$ cat src/inc/eiv_pkg.sv
`default_nettype none
package eiv_pkg;
  // Vector address width and vector count
  localparam int unsigned VEC_W = 5;
  localparam int unsigned NUM_VEC = 17;
  // Sources other than reset and the three pin requests
  localparam int unsigned NUM_OTHER = 13;
  // Pin-change group widths
  localparam int unsigned PC_LOW_W = 8;
  localparam int unsigned PC_HIGH_W = 4;
  // Program addresses of the vectors this block names
  localparam logic [4:0] VEC_RESET = 5'h00;
  localparam logic [4:0] VEC_EXT = 5'h01;
  localparam logic [4:0] VEC_PC_LOW = 5'h02;
  localparam logic [4:0] VEC_PC_HIGH = 5'h03;
  localparam logic [4:0] VEC_FIRST_OTHER = 5'h04;
  localparam logic [4:0] VEC_T1_COMPA = 5'h06;
  localparam logic [4:0] VEC_T0_COMPA = 5'h09;
  localparam logic [4:0] VEC_LAST = 5'h10;
  // Bit positions of the flag struct
  localparam int unsigned FLAG_EXT = 0;
  localparam int unsigned FLAG_PCL = 1;
  localparam int unsigned FLAG_PCH = 2;
  // Sense-control encoding
  typedef enum logic [1:0] {
    EIV_SNS_LOW = 2'h0,
    EIV_SNS_ANY = 2'h1,
    EIV_SNS_FALL = 2'h2,
    EIV_SNS_RISE = 2'h3
  } eiv_sense_e;
  // Request flags, also used for write-one-to-clear
  typedef struct packed {
    logic pch;
    logic pcl;
    logic ext;
  } eiv_flags_s;
  localparam eiv_flags_s FLAGS_RST = 3'h0;
  localparam logic [4:0] VEC_RST_VAL = 5'h00;
endpackage
`default_nettype wire

$ cat src/design/eiv_ctrl.sv
`timescale 1ns/10ps
`default_nettype none
module eiv_ctrl
  import eiv_pkg::*;
#(
  parameter int unsigned LOW_W = PC_LOW_W,
  parameter int unsigned HIGH_W = PC_HIGH_W
) (
  input wire logic ref_clk_in,
  input wire logic reset_n_in,
  input wire logic ext_irq_pin_in,
  input wire logic [LOW_W+HIGH_W-1:0] pin_change_lines_in,
  input wire logic [LOW_W-1:0] pin_change_mask_low_in,
  input wire logic [HIGH_W-1:0] pin_change_mask_high_in,
  input wire logic sense_select_hi_in,
  input wire logic sense_select_lo_in,
  input wire logic ext_irq_en_in,
  input wire logic pc_low_en_in,
  input wire logic pc_high_en_in,
  input wire logic global_irq_en_in,
  input wire eiv_flags_s flag_clear_in,
  input wire logic [NUM_OTHER-1:0] other_irq_req_in,
  input wire logic vec_ack_in,
  input wire logic sleep_in,
  input wire logic sleep_idle_in,
  output logic irq_req_out,
  output logic [VEC_W-1:0] irq_vector_out,
  output var eiv_flags_s flags_out,
  output logic wake_out
);

  // The vector logic is written for exactly these group widths
  if (LOW_W != PC_LOW_W || HIGH_W != PC_HIGH_W) begin : g_chk
    $error("eiv_ctrl: pin-change group widths unsupported");
  end

  localparam int unsigned NPC = LOW_W + HIGH_W;

  // Previous samples of the pins
  logic ext_pin_q;
  logic [NPC-1:0] pc_pin_q;
  // Request flags
  eiv_flags_s flags_q, flags_d;
  // Presented request and vector
  logic irq_req_q, irq_req_d;
  logic [VEC_W-1:0] vec_q, vec_d;
  // Wake-up indication
  logic wake_q, wake_d;

  // Decoded sense mode
  eiv_sense_e sense;
  // I/O clock presence
  logic io_run;
  // Per-line toggle, masked per group
  logic [NPC-1:0] pc_toggle;
  logic [NPC-1:0] pc_mask;
  logic pcl_evt, pch_evt;
  // Dedicated pin events
  logic ext_fall, ext_rise, ext_evt;
  logic lvl_req;
  // Served-flag clears from the core
  eiv_flags_s ack_clr;
  // Pending requests by vector number
  logic [NUM_VEC-1:0] pend_d;

  assign sense = eiv_sense_e'({sense_select_hi_in, sense_select_lo_in});

  // I/O clock gating
  // Halted in every sleep mode except Idle
  assign io_run = !sleep_in || sleep_idle_in;

  assign pc_mask = {pin_change_mask_high_in, pin_change_mask_low_in};

  // Per-line toggle detection, one entry per line
  for (genvar i = 0; i < NPC; i++) begin : g_pc
    assign pc_toggle[i] = (pin_change_lines_in[i] ^ pc_pin_q[i]) & pc_mask[i];
  end

  assign pcl_evt = |pc_toggle[LOW_W-1:0];
  assign pch_evt = |pc_toggle[NPC-1:LOW_W];

  assign ext_fall = io_run && ext_pin_q && !ext_irq_pin_in;
  assign ext_rise = io_run && !ext_pin_q && ext_irq_pin_in;

  // Edge event per sense mode
  always_comb begin
    ext_evt = 1'b0;
    case (sense)
      EIV_SNS_ANY: ext_evt = ext_fall || ext_rise;
      EIV_SNS_FALL: ext_evt = ext_fall;
      EIV_SNS_RISE: ext_evt = ext_rise;
      default: ext_evt = 1'b0;
    endcase
  end

  // a level that ended before start-up never reaches here
  assign lvl_req = (sense == EIV_SNS_LOW) && !ext_irq_pin_in && ext_irq_en_in;

  // Pin sampling; direction of the pin is irrelevant
  // Reset samples equal the idle pin levels, so no false edge after reset
  always_ff @(posedge ref_clk_in or negedge reset_n_in) begin
    if (!reset_n_in) begin
      ext_pin_q <= 1'b1;
      pc_pin_q <= '0;
    end else begin
      ext_pin_q <= ext_irq_pin_in;
      pc_pin_q <= pin_change_lines_in;
    end
  end

  // Handler entry clears the served flag
  always_comb begin
    ack_clr = FLAGS_RST;
    if (vec_ack_in && irq_req_q) begin
      ack_clr.ext = (vec_q == VEC_EXT);
      ack_clr.pcl = (vec_q == VEC_PC_LOW);
      ack_clr.pch = (vec_q == VEC_PC_HIGH);
    end
  end

  // Flag next state; a new event beats a clear in the same cycle
  always_comb begin
    flags_d.ext = (flags_q.ext && !flag_clear_in.ext && !ack_clr.ext) || ext_evt;
    flags_d.pcl = (flags_q.pcl && !flag_clear_in.pcl && !ack_clr.pcl) || pcl_evt;
    flags_d.pch = (flags_q.pch && !flag_clear_in.pch && !ack_clr.pch) || pch_evt;
    if (sense == EIV_SNS_LOW) begin
      flags_d.ext = 1'b0;
    end
  end

  // Pending requests, built from the next flags so the
  // presented request never lags a clear by a cycle
  always_comb begin
    pend_d = '0;
    if (global_irq_en_in) begin
      pend_d[VEC_EXT] = (flags_d.ext && ext_irq_en_in) || lvl_req;
      pend_d[VEC_PC_LOW] = flags_d.pcl && pc_low_en_in;
      pend_d[VEC_PC_HIGH] = flags_d.pch && pc_high_en_in;
      pend_d[VEC_LAST:VEC_FIRST_OTHER] = other_irq_req_in;
    end
  end

  // Priority encoder; vector zero is reset and never requested
  always_comb begin
    vec_d = VEC_RST_VAL;
    irq_req_d = 1'b0;
    for (int v = NUM_VEC - 1; v >= 1; v--) begin
      if (pend_d[v]) begin
        vec_d = VEC_W'(v);
        irq_req_d = 1'b1;
      end
    end
  end

  // Wake-up needs no I/O clock for level or pin change
  always_comb begin
    wake_d = 1'b0;
    if (sleep_in) begin
      wake_d = lvl_req || (pcl_evt && pc_low_en_in) || (pch_evt && pc_high_en_in);
      // Edges only in Idle, where the I/O clock still runs
      if (ext_evt && ext_irq_en_in) begin
        wake_d = 1'b1;
      end
    end
  end

  // Registered state
  always_ff @(posedge ref_clk_in or negedge reset_n_in) begin
    if (!reset_n_in) begin
      flags_q <= FLAGS_RST;
      irq_req_q <= 1'b0;
      vec_q <= VEC_RST_VAL;
      wake_q <= 1'b0;
    end else begin
      flags_q <= flags_d;
      irq_req_q <= irq_req_d;
      vec_q <= vec_d;
      wake_q <= wake_d;
    end
  end

  // Outputs straight from flip-flops
  assign irq_req_out = irq_req_q;
  assign irq_vector_out = vec_q;
  assign flags_out = flags_q;
  assign wake_out = wake_q;

  // Toggle of an unmasked low line, rebuilt from the pins and the mask port
  logic [LOW_W-1:0] low_seen;
  assign low_seen = (pin_change_lines_in[LOW_W-1:0] ^ pc_pin_q[LOW_W-1:0]) & pin_change_mask_low_in;
endmodule
`default_nettype wire

$ cat config.mk
export PLATFORM = sky130hd
export DESIGN_NAME = eiv_ctrl
export DESIGN_NICKNAME = d
export VERILOG_FILES = /design/src/inc/eiv_pkg.sv /design/src/design/eiv_ctrl.sv
export SDC_FILE = /design/constraint.sdc
export NUM_CORES = 1
export LEC_CHECK = 0
export BUFFER_PORTS_ARGS = -buffer_cell sky130_fd_sc_hd__buf_2
export CORE_MARGIN = 5
export CORE_UTILIZATION = 47
export DETAILED_ROUTE_END_ITERATION = 7
export GPL_ROUTABILITY_DRIVEN = 0
export PLACE_DENSITY = 0.83
export SETUP_SLACK_MARGIN = 0.02
export SLEW_MARGIN = 20
export SYNTH_ARGS = -nofsm -noshare
export SYNTH_HDL_FRONTEND = slang
export SYNTH_SLANG_ARGS = --single-unit
$ cat constraint.sdc
create_clock -name ref_clk_in -period 3.9 [get_ports ref_clk_in]
set_input_delay 0.195 -clock ref_clk_in [delete_from_list [all_inputs] [get_ports ref_clk_in]]
set_output_delay 0.195 -clock ref_clk_in [all_outputs]
set_load 0.01 [all_outputs]
==> out/qor.yml, run 1 <==
power:
  power_frac_seq_pct: 53.7
  p_per_area_nw_per_um2: 298
  combinationalPowerShare_pct: 25.1
  swShare_pct: 27.4
  internal-power_uw: 357
  switching_power_uw: 135
  clkPwrFrac_pct: 21.2
  leakage_nw: 0.825
  ir_worst_vdd_mv: 0.202
finish:
  area_growth_pct: 41.7
  stdcell_count: 216
  final_nets: 239
  drive_above_1_share_pct: 37.1
  fillers: 197
  diodes: 0
  design_area_um2: 1650
yosys:
  synth_area_leader_cell: "dfrtp_1"
  ys_top_cells_by_area: "dfrtp_1, xor2_1, a22oi_1"
  syn_area_per_cell_um2: 10.6
  syn_area_um2: 1160
  syn_nets: 162
  yosysSeqAreaShare_pct: 49.5
  ys.warnings.count: 0
  ys_ff_latch: 23
  ys_types: 37
  synth_cells: 110
  synth_top_area_share_pct: 47.3
global_route:
  grt_max_degree: 24
  grt_pass1_wl_mm: 4.49
  overflow: 0
  antenna_found_initial: 0
  grt_pass1_vias: 1075
  grt_usage_pct: 16.9
route:
  drcViolationCount: 0
  drtIter0Drc: 25
  ant_nets: 0
  viasPerCell: 5.16
  num_vias: 1115
  drt-total-wl_mm: 3.12
  avgRoutedWirePerCell_um: 14.4
  firstDrtPassIters: 4
worst_setup_path:
  worst_r2r_path_depth: 5
  cp-start-kind: "register"
  crit_arrival_ns: 2.25
  required_ns: 4.08
  path_class: "reg2reg"
  endpoint_kind: "register"
  cp_max_fo: 5
clock_network:
  ctsResizeCount: 0
  cts_setup_buffers: 0
  clk_path_buf_depth: 2
  hold_buffers: 1
  cts_buffers: 3
  tritoncts: "yes"
  cts_max_level: 1
  clock_sink_count: 23
  clk_latency_ns: 0.30
  root_buffer: "clkbuf_4"
  clk_pin_slew_ns: 0.11
die:
  io_pins: 62
  initial_utilization_pct: 47.9
  fp-row-count: 18
  die-height_um: 59.8
  die_w_um: 59.8
  core_area_um2: 2430
  die_area_um2: 3570
timing:
  slew_headroom_pct: 56.5
  worst_slack_ns: 1.83
  fmax_ghz: 0.483
  setup_tns_ns: 0
  rsz0062_at_grt: "false"
  worstMarginPinSlew_ns: 0.644
  post-route-min-period_ns: 2.07
  min_period_over_period_pct: 53.1
  hold_viol_final: 0
  fin_skew_ns: 0.00796
  setup_viol: 0
  drv_slew: 0
placed_design:
  postPlaceCellArea_um2: 1500
  dp.cells: 200
  dp_slack_ns: 1.82
  dp_hpwl_mm: 2.55
  port_buffers: 61
worst_hold_path:
  hold_depth: 1
  hold_path_class: "in2reg"
job:
  cap_violations: 0
status:
  status: "completed"
-- power by group through the flow --
stage	Clock (mW)	Combinational [mW]	Sequential, mW
final	0.104	0.124	0.264
after CTS	0.108	0.116	0.264
after global placement	0	0.110	0.268
after floorplan	0	0.0528	0.272
after global routing	0.121	0.137	0.266
after detailed placement	0	0.115	0.269
-- synthesized netlist by cell type --
cell and instances:
dfrtp_1 22, xor2_1 12, nand2_1 9, nor2_1 8, a22oi_1 7, nand2b_1 7, inv_1 6, o41ai_1 3
a211oi_1 2, a21o_1 2, a21oi_1 2, nand3_1 2, nor2b_1 2, nor3_1 2, o21ai_0 2, a211o_1 1
a21boi_0 1, a2bb2oi_1 1, a311oi_2 1, a31o_1 1, a31oi_1 1, a41o_1 1, a41oi_1 1, and4b_1 1
clkbuf_1 1, dfstp_2 1, nand4_1 1, nor4_1 1, nor4b_4 1, o211a_4 1, o21a_1 1, o21ai_1 1
o311a_1 1, o31ai_1 1, or2_1 1, or2_2 1, or4_1 1
-- worst max-delay path: stages (launching register included) --
cell and delay, ns:
dfrtp_1 0.42, nor4b_4 0.34, a41oi_1 0.20, a311oi_2 0.30
o21ai_1 0.18, or4_1 0.51
-- final cells by class --
cell class | count | area (µm²) | area share (%)
Inverter | 6 | 22.5 | 1.36
Tap cell | 30 | 37.5 | 2.27
Multi-Input combinational cell | 80 | 562 | 34.0
Timing Repair Buffer | 73 | 425 | 25.8
Sequential cell | 23 | 577 | 35.0
Clock buffer | 4 | 26.3 | 1.59
-- layout by cell type (no fill, tap or decap), drive strengths merged, types with 2 or more instances in the layout --
master	instances
nand2	9
a21oi	2
a211oi	2
xor2	12
buf	61
a21o	2
nor3	2
or2	2
nand2b	7
nor2b	2
o41ai	3
dlygate4sd3	12
nor2	8
a22oi	7
nand3	2
clkbuf	4
dfrtp	22
o21ai	3
inv	6
-- final timing paths --
check                      slack (ns)                   startpoint                     end
setup / recovery                 1.83  irq_vector_out[3]$_DFF_PN0_   irq_req_out$_DFF_PN0_
hold / removal                   0.03       pin_change_lines_in[5]   pc_pin_q[5]$_DFF_PN0_
setup reg to reg                 1.83  irq_vector_out[3]$_DFF_PN0_   irq_req_out$_DFF_PN0_
hold reg to reg                  0.68  irq_vector_out[1]$_DFF_PN0_  flags_out[2]$_DFF_PN0_
max in group asynchronous        3.18                   reset_n_in     ext_pin_q$_DFF_PN1_
min in group asynchronous        0.37                   reset_n_in   pc_pin_q[4]$_DFF_PN0_
-- per-stage QoR --
stage / power (mW) / utilization, % / hold slack, ns
3_3_place_gp: 0.377 / 61.8 / 0.177
5_1_grt: 0.524 / 67.8 / 0.00379
6_report: 0.492 / 67.8 / 0.0267
2_1_floorplan: 0.325 / - / -0.101
3_5_place_dp: 0.384 / 61.8 / 0.186
4_1_cts: 0.488 / 63.3 / 0.00316
-- flip-flops by register name, summed over array words and instances (netlist names) --
name,count
ext_pin_q,1
flags_out,3
irq_req_out,1
irq_vector_out,5
pc_pin_q,12
wake_out,1
-- routing by layer --
metal / wire, µm / up-vias / GRT usage, %
met4: 18 / 0 / 5.70
met2: 1640 / 46 / 30.4
li1: - / 555 / -
met1: 1190 / 512 / 19.0
met5: 0 / - / 0
met3: 265 / 2 / 4.54
-- cells by family after synthesis --
group,count (synthesis),share of synthesized area (%)
buf+inv,7,2.26
flops,23,49.5
simple gates,37,17.7
compound gates,31,21.5
xor+xnor,12,9.02
No activity file was read; power rests on OpenSTA's default activity.
==> run 2: changes to the inputs <==
ABC_AREA = 1   (was not set)
CORE_UTILIZATION = 42   (was 47)
PLACE_DENSITY = 0.76   (was 0.83)
clock period = 1.7 ns   (was 3.9 ns; I/O delays follow)
==> out/qor.yml, run 2 <==
job:
  cap_violations: 0  # unchanged
yosys:
  syn_area_per_cell_um2: 7.85  # -26%
  yosysSeqAreaShare_pct: 42.0  # -7.5 points
  syn_area_um2: 1370  # +18%
  synth_area_leader_cell: "dfrtp_1"
  synth_top_area_share_pct: 40.1  # -7.2 points
  ys_types: 27  # -27%
  synth_common_cells: "nand2_1, dfrtp_1, nand3_1, inv_1, nor2_1"
  ys.warnings.count: 0  # unchanged
  ys_async_sr_fraction_pct: 100  # unchanged
  synth_cells: 175  # +59%
  synth-edff-count: 0  # unchanged
  synthFlopType: "dfrtp_1"
  yosysMostFrequentCell: "nand2_1"
  ys_ff_latch: 23  # unchanged
  syn_nets: 227  # +40%
  ys_top_cells_by_area: "dfrtp_1, nand2_1, nand3_1"
power:
  clkPwrFrac_pct: 20.7  # -0.5 points
  leakage_nw: 1.01  # +22%
  switching_power_uw: 355  # +160%
  swShare_pct: 30.1  # +2.7 points
  power_frac_seq_pct: 51.0  # -2.7 points
  ir_worst_vdd_mv: 0.246  # +22%
  p_per_area_nw_per_um2: 628  # +110%
  finalPower_mw: 1.18  # +140%
  combinationalPowerShare_pct: 28.3  # +3.2 points
  internal-power_uw: 826  # +130%
route:
  wl_met2_mm: 1.62  # -1.5%
  drcViolationCount: 0  # unchanged
  met3_length_um: 290  # +9.4%
  wl_met1_mm: 1.21  # +2.2%
  drt-total-wl_mm: 3.15  # +1.2%
  top_layer_used: "met4"
  num_vias: 1320  # +18%
  viasPerCell: 4.44  # -14%
  firstDrtPassIters: 4  # unchanged
  avgRoutedWirePerCell_um: 10.6  # -26%
  drtIter0Drc: 42  # +68%
  ant_nets: 0  # unchanged
die:
  die-height_um: 67.2  # +12%
  fp-row-count: 20  # +2
  initial_utilization_pct: 44.3  # -3.6 points
  die_w_um: 67.2  # +12%
  core_area_um2: 3100  # +28%
  io_pins: 62  # unchanged
  die_area_um2: 4510  # +26%
global_route:
  overflow: 0  # unchanged
  antenna_found_initial: 0  # unchanged
  grt_max_degree: 24  # unchanged
  grt_usage_pct: 15.3  # -1.6 points
  grt_pass1_wl_mm: 5.31  # +18%
  grt_pass1_vias: 1335  # +24%
worst_hold_path:
  hold_path_class: "in2reg"
  hold_depth: 3  # +2
  worstHoldStart: "pc_low_en_in"
finish:
  largest_register: "pc_pin_q"
  drive_above_1_share_pct: 38.7  # +1.6 points
  final_cell_mix: "buf_2, nand2_1, dfrtp_1, nand3_1"
  diodes: 0  # unchanged
  design_area_um2: 1880  # +14%
  final_common_cell: "buf_2"
  area_growth_pct: 36.9
  largest_register_ffs: 12  # unchanged
  stdcell_count: 297  # +38%
  final_nets: 306  # +28%
placed_design:
  dp_slack_ns: 0.270  # -1.55 ns
  postPlaceCellArea_um2: 1700  # +13%
  port_buffers: 61  # unchanged
  dp_hpwl_mm: 2.41  # -5.6%
  dp.cells: 278  # +39%
worst_setup_path:
  path_class: "in2reg"
  cp-start-kind: "primary input"
  cp_max_fo: 3  # -2
  worst_r2r_path_depth: 9  # +4
  crit_arrival_ns: 1.68  # -0.57 ns
  endpoint_kind: "register"
  startpoint: "pin_change_lines_in[8]"
  r2r-start: "pc_pin_q[8]$_DFF_PN0_"
  required_ns: 1.89  # -2.19 ns
clock_network:
  clock_sink_count: 23  # unchanged
  cts_max_level: 1  # unchanged
  tritoncts: "yes"
  clk_pin_slew_ns: 0.12  # about the same
  clk_path_buf_depth: 2  # unchanged
  cts_buffers: 3  # unchanged
  clk_latency_ns: 0.30  # about the same
  hold_buffers: 15  # +14
  cts_setup_buffers: 0  # unchanged
  root_buffer: "clkbuf_4"
  ctsResizeCount: 0  # unchanged
timing:
  setup_viol: 0  # unchanged
  min_period_over_period_pct: 87.3
  fmax_ghz: 0.674
  post-route-min-period_ns: 1.48
  rsz0062_at_grt: "false"
  hold_viol_final: 0  # unchanged
  setup_tns_ns: 0  # unchanged
  worstMarginPinSlew_ns: 0.492  # -0.152 ns
  slew_headroom_pct: 67.2  # +11 points
  fin_skew_ns: 0.00187  # -0.00610 ns
  worst_slack_ns: 0.216  # -1.61 ns
  drv_slew: 0  # unchanged
status:
  status: "completed"
[run 2: cell count changes after synthesis, moves of 7 or more]
cell / previous run / this run
or2_1: 1 / 10
nand2b_1: 7 / 0
nand3_1: 2 / 18
xor2_1: 12 / 0
nand2_1: 9 / 50
a22oi_1: 7 / 0
nand2_2: 0 / 8
inv_1: 6 / 15
[run 2: metrics by stage]
stage               hold WS (ns)  util [%]
finish                    0.0415      60.6
global route              0.0345      60.6
CTS                       0.0316      60.6
detailed placement        0.0834      54.9
global placement          0.0804      54.9
floorplan                 -0.211         -
[run 2: power groups by stage]
stage	Clock (mW)	Combinational, mW	Sequential, mW
final	0.245	0.334	0.602
after global routing	0.283	0.379	0.607
after CTS	0.260	0.337	0.602
after detailed placement	0	0.309	0.613
after global placement	0	0.304	0.611
after floorplan	0	0.179	0.622
[run 2: kinds of logic (layout without fill, tap and decap cells)]
group	after synthesis	in the layout	synth area share [%]
buffers and inverters	21	99	7.47
and+or+nand+nor	120	120	45.1
DFF	23	23	42.0
AOI/OAI and AO/OA	11	11	5.47
[run 2: final timing paths]
check                      slack, ns                     end
min reg2reg                     0.59  flags_out[1]$_DFF_PN0_
min in group asynchronous       0.28  pc_pin_q[11]$_DFF_PN0_
min                             0.04      wake_out$_DFF_PN0_
max in group asynchronous       1.06     ext_pin_q$_DFF_PN1_
max                             0.22   irq_req_out$_DFF_PN0_
max reg2reg                     0.25   irq_req_out$_DFF_PN0_
[run 2: layer usage]
| metal | up-vias | global-route usage (%) |
|---|---|---|
| li1 | 707 | - |
| met1 | 567 | 16.2 |
| met2 | 42 | 29.1 |
| met3 | 4 | 2.66 |
| met4 | 0 | 7.09 |
| met5 | - | 0 |
[run 2: area by class of cell]
type | instances | area [µm²]
Inverter | 19 | 71.3
Clock buffer | 3 | 22.5
Sequential cell | 23 | 577
Multi-Input combinational cell | 131 | 694
Tap cell | 44 | 55.1
Fill cell | 299 | 1220
Timing Repair Buffer | 76 | 455
Clock inverter | 1 | 5.00
[run 2: worst max-delay path, stage by stage]
cell and delay, ns:
dlygate4sd3_1 0.54, buf_2 0.13, or2_1 0.20, nand3_1 0.08
nand2_1 0.07, nor2_2 0.16, a21oi_2 0.09, nand2_2 0.08
nand2_2 0.09, inv_2 0.07, nand4_1 0.07
==> run 3: changes to the inputs <==
CORE_UTILIZATION = 46   (was 42)
PLACE_DENSITY = 0.78   (was 0.76)
clock period = 1.4 ns   (was 1.7 ns; I/O delays follow)
==> out/qor.yml, run 3 (same netlist as run 2, synthesis figures left out) <==
status:
  status: "completed"
worst_setup_path:
  slowest_delay_ns: 0.40  # -0.14 ns
  r2r-start: "pc_pin_q[10]$_DFF_PN0_"
  crit_family: "simple AND/OR/NAND/NOR gates"
  rr_endpoint: "irq_req_out$_DFF_PN0_"
  required_ns: 1.61  # -0.28 ns
  path_common_cell: "nand2_2"
  cp_max_fo: 3  # unchanged
  worst_r2r_path_depth: 9  # unchanged
  crit_end: "irq_req_out$_DFF_PN0_"
  cp_slowest_cell: "dfrtp_1"
  startpoint: "pc_pin_q[10]$_DFF_PN0_"
  cp-start-kind: "register"
  path_class: "reg2reg"
  path_cells: "or2_1 -> nand3_1 -> nand2_1 -> nor2_2 -> a21oi_2 -> nand2_2 -> nand2_2 -> inv_2 -> nand4_1"
  rrSetupSlack_ns: 0.04  # -0.21 ns
  cp_num_buf_inv: 1  # -2
  endpoint_kind: "register"
  crit_cells: 9  # -2
  crit_arrival_ns: 1.58  # -0.10 ns
global_route:
  met3_usage_pct: 2.07  # -0.59 points
  overflow: 0  # unchanged
  grt_usage_pct: 15.6  # +0.28 points
  grt_max_degree: 24  # unchanged
  met1_usage_pct: 17.4  # +1.2 points
  grt_pass1_vias: 1300  # -2.6%
  grt_pass1_wl_mm: 5.20  # -2.1%
  grtUsageMet2_pct: 29.6  # +0.56 points
  antenna_found_initial: 0  # unchanged
  busiest_layer: "met2"
timing:
  worstMarginPinSlew_ns: 0.509  # +0.0174 ns
  post-route-min-period_ns: 1.36
  min_period_over_period_pct: 97.4
  worst_slack_ns: 0.0366  # -0.179 ns
  drv_slew: 0  # unchanged
  hold_viol_final: 0  # unchanged
  fin_skew_ns: 0.00574  # +0.00388 ns
  fmax_ghz: 0.733
  rsz0062_at_grt: "true"
  setup_viol: 0  # unchanged
  slew_headroom_pct: 66.0  # -1.2 points
die:
  die_w_um: 64.7  # -3.8%
  core_area_um2: 2810  # -9.6%
  die-height_um: 64.7  # -3.8%
  io_pins: 62  # unchanged
  die_area_um2: 4180  # -7.4%
  initial_utilization_pct: 49.0  # +4.7 points
  fp-row-count: 19  # -5.0%
placed_design:
  port_buffers: 61  # unchanged
  dp_hpwl_mm: 2.39  # -0.83%
  postPlaceCellArea_um2: 1700  # about the same
  dp.cells: 267  # -4.0%
  dp_slack_ns: 0.0394  # -0.231 ns
finish:
  fillers: 249  # -17%
  area_growth_pct: 37.9
  final_cell_mix: "buf_2, nand2_1, dfrtp_1, nand3_1"
  stdcell_count: 286  # -3.7%
  final_common_cell: "buf_2"
  diodes: 0  # unchanged
  drive_above_1_share_pct: 40.0  # +1.3 points
  design_area_um2: 1890  # +0.73%
  largest_register: "pc_pin_q"
  final_nets: 308  # +0.65%
  largest_register_ffs: 12  # unchanged
power:
  leakage_nw: 1.02  # +1.1%
  ir_worst_vdd_mv: 0.347  # +41%
  p_per_area_nw_per_um2: 770  # +23%
route:
  viasPerCell: 4.59  # +3.3%
  drcViolationCount: 0  # unchanged
  firstDrtPassIters: 4  # unchanged
  drtIter0Drc: 25  # -40%
  drt-total-wl_mm: 3.04  # -3.6%
  ant_nets: 0  # unchanged
  num_vias: 1313  # -0.53%
  avgRoutedWirePerCell_um: 10.6  # +0.12%
clock_network:
  clock_sink_count: 23  # unchanged
  cts_max_level: 1  # unchanged
  clk_latency_ns: 0.32  # +0.02 ns
  root_buffer: "clkbuf_4"
  cts_buffers: 3  # unchanged
  clk_pin_slew_ns: 0.13  # about the same
  cts_setup_buffers: 0  # unchanged
  tritoncts: "yes"
  clk_path_buf_depth: 2  # unchanged
worst_hold_path:
  hold_path_class: "in2reg"
  hold_depth: 3  # unchanged
job:
  cap_violations: 0  # unchanged
[run 3: power by group]
group / switching, mW / internal, mW
logic: 0.216 / 0.196
clock network: 0.208 / 0.107
registers: 0.0233 / 0.709
[run 3: worst min path at each step]
stage                                start                endpoint  slack [ns]
final                         pc_low_en_in      wake_out$_DFF_PN0_        0.02
after global routing      flag_clear_in[0]  flags_out[0]$_DFF_PN0_        0.02
after CTS                     pc_low_en_in      wake_out$_DFF_PN0_       0.009
after detailed placement        reset_n_in   pc_pin_q[5]$_DFF_PN0_        0.07
after global placement          reset_n_in  pc_pin_q[10]$_DFF_PN0_        0.07
after floorplan                 reset_n_in  flags_out[0]$_DFF_PN0_       -0.23
[run 3: layer usage]
layer | vias up | wire length, µm
met2 | 42 | 1530
met3 | 6 | 241
met1 | 557 | 1210
met5 | - | 0
li1 | 708 | -
met4 | 0 | 59
[run 3: cell type report]
class	instances	area (µm²)	area share (%)
Sequential cell	23	577	30.4
Multi-Input combinational cell	131	709	37.5
Timing Repair Buffer	78	470	24.8
Inverter	19	71.3	3.76
Clock buffer	3	22.5	1.19
Clock inverter	1	5.00	0.264
Tap cell	31	38.8	2.05
[run 3: metrics by stage]
step / util (%) / TNS, ns / power, mW / hold slack [ns]
after floorplan: - / 0 / 0.972 / -0.226
after global placement: 60.7 / 0 / 1.12 / 0.0653
after detailed placement: 60.7 / 0 / 1.12 / 0.0739
after CTS: 67.0 / 0 / 1.47 / 0.00880
after global routing: 67.5 / -0.568 / 1.56 / 0.0230
final: 67.5 / 0 / 1.46 / 0.0189
[run 3: repair_timing]
action / CTS / global route
endpoints found under the hold margin: 36 / 0
pin swaps: 0 / 4
setup endpoints to repair: 1 / 7
gates resized for setup: 0 / 3
gates cloned: 0 / 0
hold buffers: 15 / 0
[run 3: worst register-to-register path, delay by kind of cell (launching register included)]
kind | cells | cell delay (ns)
flip-flops | 1 | 0.40
AND/OR/NAND/NOR | 7 | 0.73
AO/OA/AOI/OAI | 1 | 0.07
buffers and inverters | 1 | 0.06
